[config.mk]
export PLATFORM = sky130hd
export DESIGN_NAME = section_bip_error_counters
export DESIGN_NICKNAME = d
export VERILOG_FILES = /design/src/include/bip_tally_pkg.sv /design/src/hdl/parity_tally_counter.sv /design/src/hdl/section_bip_error_counters.sv
export SDC_FILE = /design/constraint.sdc
export NUM_CORES = 1
export LEC_CHECK = 0
export BUFFER_PORTS_ARGS = -buffer_cell sky130_fd_sc_hd__buf_2
export CAP_MARGIN = 20
export CORE_MARGIN = 2
export CORE_UTILIZATION = 40
export DETAILED_ROUTE_END_ITERATION = 16
export GPL_TIMING_DRIVEN = 0
export SETUP_SLACK_MARGIN = 0.02
export SLEW_MARGIN = 0
export SYNTH_ARGS = -nofsm -noshare
export SYNTH_HDL_FRONTEND = slang
export SYNTH_SLANG_ARGS = --single-unit
[constraint.sdc]
create_clock -name pclk -period 4.1 [get_ports pclk]
set_clock_uncertainty 0.15 [all_clocks]
set_input_delay 0.41 -clock pclk [delete_from_list [all_inputs] [get_ports pclk]]
set_output_delay 0.41 -clock pclk [all_outputs]
set_load 0.01 [all_outputs]
[src/include/bip_tally_pkg.sv]
// Package for the section parity error tally block: map, layouts, event types
package bip_tally_pkg;

   // Register indexes; byte address is four times the index
   localparam logic [15:0] IDX_B1_BYTE3 = 16'h1110;
   localparam logic [15:0] IDX_B1_BYTE2 = 16'h1111;
   localparam logic [15:0] IDX_B1_BYTE1 = 16'h1112;
   localparam logic [15:0] IDX_B1_BYTE0 = 16'h1113;
   localparam logic [15:0] IDX_B2_BYTE3 = 16'h1114;
   localparam logic [15:0] IDX_B2_BYTE2 = 16'h1115;
   localparam logic [15:0] IDX_B2_BYTE1 = 16'h1116;
   localparam logic [15:0] IDX_B2_BYTE0 = 16'h1117;
   localparam logic [15:0] IDX_IRQ_STAT = 16'h1180;
   localparam logic [15:0] IDX_IRQ_MASK = 16'h1181;

   localparam logic [1:0]  WORD_LSB     = 2'h0;
   localparam logic [31:0] TALLY_RESET  = 32'h0000_0000;
   localparam logic [7:0]  BYTE_RESET   = 8'h00;
   localparam logic [1:0]  IRQ_RESET    = 2'h0;
   localparam logic [31:0] DATA_ZERO    = 32'h0000_0000;

   // Interrupt bit positions
   localparam int IRQ_B1 = 0;
   localparam int IRQ_B2 = 1;

   // Error report of one frame from the overhead checker
   typedef struct packed {
      logic       frame_end;
      logic [7:0] b1_err_bits;
      logic [7:0] b2_err_bits;
      logic       b1_per_frame;
      logic       b2_per_frame;
   } frame_report_type;

   typedef struct packed {
      logic        psel;
      logic        penable;
      logic        pwrite;
      logic [31:0] paddr;
      logic [31:0] pwdata;
   } apb_req_type;

   function automatic logic [3:0] ones_count(input logic [7:0] v);
      logic [3:0] n;
      n = 4'h0;
      for (int i = 0; i < 8; i++) begin
         n = n + {3'h0, v[i]};
      end
      return n;
   endfunction

endpackage

[src/hdl/parity_tally_counter.sv]
// One 32-bit parity error tally with per-byte clear-on-read
`timescale 1ns/10ps
`default_nettype none
module parity_tally_counter
   import bip_tally_pkg::*;
(
   input  wire logic        pclk,
   input  wire logic        presetn,
   input  wire logic        add_en,
   input  wire logic [7:0]  err_bits,
   input  wire logic        per_frame,
   input  wire logic [3:0]  byte_clear,
   output logic      [31:0] tally,
   output logic             counted
);

   typedef struct packed {
      logic [31:0] tally;
      logic        counted;
   } state_type;

   state_type s_q;
   state_type s_d;
   logic [31:0] inc;
   logic [31:0] sum;

   always_comb begin
      s_d = s_q;
      inc = DATA_ZERO;
      if (add_en && (err_bits != BYTE_RESET)) begin
         if (per_frame) begin
            inc = 32'h0000_0001;
         end else begin
            inc = {28'h0, ones_count(err_bits)};
         end
      end
      sum = s_q.tally + inc;
      for (int b = 0; b < 4; b++) begin
         if (byte_clear[b]) begin
            sum[b*8 +: 8] = BYTE_RESET;
         end
      end
      s_d.tally   = sum;
      s_d.counted = (inc != DATA_ZERO);
   end

   always_ff @(posedge pclk or negedge presetn) begin
      if (!presetn) begin
         s_q <= '{tally: TALLY_RESET, counted: 1'b0};
      end else begin
         s_q <= s_d;
      end
   end

   assign tally   = s_q.tally;
   assign counted = s_q.counted;
endmodule
`default_nettype wire

[src/hdl/section_bip_error_counters.sv]
// APB register bank holding the regenerator and multiplex parity error tallies
`timescale 1ns/10ps
`default_nettype none
module section_bip_error_counters
   import bip_tally_pkg::*;
(
   input  wire logic        pclk,
   input  wire logic        presetn,
   input  wire logic        psel,
   input  wire logic        penable,
   input  wire logic        pwrite,
   input  wire logic [31:0] paddr,
   input  wire logic [31:0] pwdata,
   output logic      [31:0] prdata,
   output logic             pready,
   output logic             pslverr,
   input  wire logic        frame_end,
   input  wire logic [7:0]  b1_err_bits,
   input  wire logic [7:0]  b2_err_bits,
   input  wire logic        b1_per_frame,
   input  wire logic        b2_per_frame,
   output logic             irq
);

   ////////////////////////////////////////////////////////////////////////////
   // State

   typedef struct packed {
      logic [31:0] prdata;
      logic        pready;
      logic        pslverr;
      logic        irq;
      logic [1:0]  stat;
      logic [1:0]  mask;
      logic        b1_per_frame;
      logic        b2_per_frame;
   } state_type;

   state_type        s_q;
   state_type        s_d;
   frame_report_type rep;
   apb_req_type      req;
   logic [31:0]      b1_tally;
   logic [31:0]      b2_tally;
   logic             b1_counted;
   logic             b2_counted;
   logic [3:0]       b1_clear;
   logic [3:0]       b2_clear;
   logic             access;
   logic [15:0]      idx;

   assign rep = '{frame_end: frame_end, b1_err_bits: b1_err_bits,
                  b2_err_bits: b2_err_bits, b1_per_frame: b1_per_frame,
                  b2_per_frame: b2_per_frame};
   assign req = '{psel: psel, penable: penable, pwrite: pwrite,
                  paddr: paddr, pwdata: pwdata};

   // Access phase lasts two cycles after setup since pready rises one
   // clock after penable; the read clears on that completing edge
   assign access = req.psel && req.penable && s_q.pready;
   assign idx    = req.paddr[17:2];

   ////////////////////////////////////////////////////////////////////////////
   // Tallies

   parity_tally_counter u_b1 (
      .pclk       (pclk),
      .presetn    (presetn),
      .add_en     (rep.frame_end),
      .err_bits   (rep.b1_err_bits),
      .per_frame  (s_q.b1_per_frame),
      .byte_clear (b1_clear),
      .tally      (b1_tally),
      .counted    (b1_counted)
   );

   parity_tally_counter u_b2 (
      .pclk       (pclk),
      .presetn    (presetn),
      .add_en     (rep.frame_end),
      .err_bits   (rep.b2_err_bits),
      .per_frame  (s_q.b2_per_frame),
      .byte_clear (b2_clear),
      .tally      (b2_tally),
      .counted    (b2_counted)
   );

   ////////////////////////////////////////////////////////////////////////////
   // Register decode and next state

   always_comb begin
      s_d      = s_q;
      b1_clear = 4'h0;
      b2_clear = 4'h0;
      s_d.pready  = req.psel && req.penable && !s_q.pready;
      s_d.pslverr = 1'b0;
      s_d.prdata  = DATA_ZERO;
      // Mode latched at each frame end; takes effect for the next frame
      if (rep.frame_end) begin
         s_d.b1_per_frame = rep.b1_per_frame;
         s_d.b2_per_frame = rep.b2_per_frame;
      end
      if (req.psel && req.penable && !s_q.pready) begin
         if (req.paddr[1:0] != WORD_LSB || req.paddr[31:18] != 14'h0) begin
            s_d.pslverr = 1'b1;
         end else if (idx == IDX_B1_BYTE3) begin
            s_d.prdata = {24'h0, b1_tally[31:24]};
         end else if (idx == IDX_B1_BYTE2) begin
            s_d.prdata = {24'h0, b1_tally[23:16]};
         end else if (idx == IDX_B1_BYTE1) begin
            s_d.prdata = {24'h0, b1_tally[15:8]};
         end else if (idx == IDX_B1_BYTE0) begin
            s_d.prdata = {24'h0, b1_tally[7:0]};
         end else if (idx == IDX_B2_BYTE3) begin
            s_d.prdata = {24'h0, b2_tally[31:24]};
         end else if (idx == IDX_B2_BYTE2) begin
            s_d.prdata = {24'h0, b2_tally[23:16]};
         end else if (idx == IDX_B2_BYTE1) begin
            s_d.prdata = {24'h0, b2_tally[15:8]};
         end else if (idx == IDX_B2_BYTE0) begin
            s_d.prdata = {24'h0, b2_tally[7:0]};
         end else if (idx == IDX_IRQ_STAT) begin
            s_d.prdata = {30'h0, s_q.stat};
         end else if (idx == IDX_IRQ_MASK) begin
            s_d.prdata = {30'h0, s_q.mask};
         end else begin
            s_d.pslverr = 1'b1;
         end
         if (req.pwrite) begin
            s_d.prdata = DATA_ZERO;
         end
      end
      if (access) begin
         if (!req.pwrite && idx[15:3] == IDX_B1_BYTE3[15:3] && !s_q.pslverr) begin
            if (idx[2]) begin
               b2_clear[3 - idx[1:0]] = 1'b1;
            end else begin
               b1_clear[3 - idx[1:0]] = 1'b1;
            end
         end
         if (req.pwrite && idx == IDX_IRQ_MASK && !s_q.pslverr) begin
            s_d.mask = req.pwdata[1:0];
         end
         if (req.pwrite && idx == IDX_IRQ_STAT && !s_q.pslverr) begin
            s_d.stat = s_q.stat & ~req.pwdata[1:0];
         end
      end
      // Set wins over a simultaneous write-one clear
      if (b1_counted) begin
         s_d.stat[IRQ_B1] = 1'b1;
      end
      if (b2_counted) begin
         s_d.stat[IRQ_B2] = 1'b1;
      end
      s_d.irq = |(s_d.stat & s_d.mask);
   end

   always_ff @(posedge pclk or negedge presetn) begin
      if (!presetn) begin
         s_q <= '{prdata: DATA_ZERO, pready: 1'b0, pslverr: 1'b0, irq: 1'b0,
                  stat: IRQ_RESET, mask: IRQ_RESET, b1_per_frame: 1'b0,
                  b2_per_frame: 1'b0};
      end else begin
         s_q <= s_d;
      end
   end

   assign prdata  = s_q.prdata;
   assign pready  = s_q.pready;
   assign pslverr = s_q.pslverr;
   assign irq     = s_q.irq;
endmodule
`default_nettype wire

==> run metrics <==
met3 GRT Util 0.0360; die height 122 um; RSZ-0062 raised after global routing yes; post-synthesis async set-or-reset flop share 1.00; most frequent cells in the layout nor2_1, dfrtp_1, buf_2, xnor2_1, buf_4; Synth cell types 57; min-delay worst type in -> reg; initial antenna violation count 0; vias in the first global route ~4700; HPWL after DPL 10.8 mm; WHS 147 ps; most common cell after layout, fill and taps aside nor2_1; # nets final 826; number of synthesized flops with an enable pin 0; Worst slew margin 0.286; final setup fails 0; outcome complete, no violations; initial core utilization 0.405; vias per cell ~5.3; first-pass GRT wire length 23.5 mm; grt total ovfl 0; Post-Place Cells approximately 860; I/O Pins 123; Post-Syn Instances 591; Layout Cells excl Fill 897; Max FO, Critical Path 5; fillers 1296; diode count 0; Top FF cell, synth dfrtp_1; grt peak-use layer met2; die area between 10000 and 15000 sq um; Yosys Warn Count 0; CTS tree yes; die width 122 um; Tmin final 4040 ps; clock buffer depth 2; Post-Route WL 14.8 mm; FF+latch count, synth 83; Worst EP arrival 4130 ps; routability congestion estimate from global placement 0.912; Residual DRC 0; Root Buffer clkbuf_16; DR vias 4776; maximum vdd drop 0.000185 V; Worst setup SP type input pin; synthesized cell area 5580 sq um; Multi-input gate area approximately 3700 sq um; maximum clock rate 247 MHz; Seq. cell area roughly 2100 sq um; worst slew pin tran 1070 ps; fin util 0.536; Crit path required time 4180 ps; share of layout cells above drive strength 1 0.326; drt first pass iters 5; M2 GR Usage 0.326; sequential area share after synthesis 0.372; Slew Limit Fails 0; H-tree depth 3; antenna viol nets, final 0; overall power consumption about 0.0028 W; kind of critical path in -> reg; PortBufs 67; clock latency on the worst-skew pair 350 ps; DR iter-0 viols 419; Reg clk slew, reported paths 60 ps; CP Capture Type register; Final Cycle Share 0.987; grt met1 use 0.277; Final Hold Fails 0; Syn-to-layout area delta 32.4%; largest net degree at the start of global routing 68; Core ar. 13800 sq um; number of max-cap violations 0; clock sink total just over 80; Avg Cell Area, Syn 9.44 sq um; GRT Util Overall 0.201; WL/cell 16.4 um; PwrDens ~370 nW/um^2; Rows 43; Num CTS Buffers 9; Leak Pwr ~3.3 nW
-- logic make-up (layout without fill, tap and decap cells) --
group	count (synthesis)	after routing	share of synthesized area
compound gates	64	65	0.0823
xor+xnor	58	58	0.0910
fa+ha+maj	26	26	0.0717
buf+inv	87	189	0.0830
flops	83	83	0.372
mux	24	24	0.0648
other cells	1	24	0.000672
simple gates	248	248	0.234
-- flip-flops by register name, indices dropped and copies added, names as in the netlist --
register / count
u_b1.counted: 1
u_b2.tally: 32
prdata: 8
u_b1.tally: 32
pslverr: 1
irq: 1
pready: 1
s_q: 6
u_b2.counted: 1
-- worst max-delay path, cell delays in order --
cell	delay, ps
buf_8	90
inv_8	30
ha_4	250
inv_2	30
fa_1	480
fa_1	420
inv_2	70
fa_2	210
buf_4	110
a21oi_1	60
nor4b_1	510
ha_1	310
o21ai_2	150
o21ba_4	300
or4b_4	490
xor2_1	150
nor2_1	50
-- final timing paths --
check	startpoint	to	slack [ps]	cells past startpoint
hold reg to reg	u_b2.counted	s_q[5]	310	1
min in group asynchronous	presetn	u_b2.tally[23]	330	2
hold / removal	b2_per_frame	s_q[0]	150	2
setup / recovery	b1_err_bits[0]	u_b1.tally[23]	60	17
setup reg to reg	s_q[1]	u_b1.tally[23]	1380	7
max in group asynchronous	presetn	prdata[4]	2860	3
-- area by class of cell --
type | instances | area share
plain buffers | 53 | 0.0523
clock buffers | 12 | 0.0334
clock inverters | 4 | 0.00999
inverters | 33 | 0.0191
multi-input cells | 445 | 0.495
flip-flops and latches | 83 | 0.281
well taps | 180 | 0.0305
repair buffers | 87 | 0.0784
-- cell usage after synthesis, types with 8 or more instances --
cell type / instances / area share
nor2_1: 88 / 0.059
dfrtp_1: 83 / 0.37
xnor2_1: 53 / 0.083
buf_4: 33 / 0.044
inv_1: 33 / 0.022
nand2_1: 33 / 0.022
nor3_1: 24 / 0.022
ha_1: 16 / 0.036
a211oi_1: 15 / 0.020
nand4_1: 15 / 0.017
nand3_1: 14 / 0.013
nor2b_1: 14 / 0.016
nor4_1: 14 / 0.016
a21oi_1: 13 / 0.012
clkbuf_1: 13 / 0.0087
and4_1: 10 / 0.016
fa_1: 10 / 0.036
mux4_2: 9 / 0.036
mux2i_1: 8 / 0.014
-- stage by stage --
| stage | area (sq um) | worst slack, ps | TNS [ps] |
|---|---|---|---|
| global route | 7390 | -78.9 | -380 |
| CTS | 7070 | 0.430 | 0 |
| detailed placement | 6520 | -660 | -25210 |
| global placement | 6490 | -589 | -21470 |
| floorplan | 5930 | -255 | -2140 |
| finish | 7390 | 55.3 | 0 |
-- where the power goes --
part	internal [W]	switching, W	total (W)
Combinational	0.000417	0.000439	0.000856
Clock	0.000551	0.000325	0.000875
Sequential	0.000906	0.000121	0.00103
-- per-layer routing --
metal	vias up	share of wire	wire length (um)
li1	2263	-	-
met2	161	0.48	7030
met3	20	0.064	950
met5	-	0	0
met1	2332	0.44	6540
met4	0	0.016	235
-- what timing repair did --
item | in CTS | in global routing
hold buffers | 1 | 0
gates cloned | 1 | 1
endpoints found under the setup margin | 49 | 51
pin swaps | 29 | 31
setup buffers | 7 | 9
gates resized for setup | 28 | 50
hold endpoints to repair | 16 | 0
(Power assumes the default switching activity.)
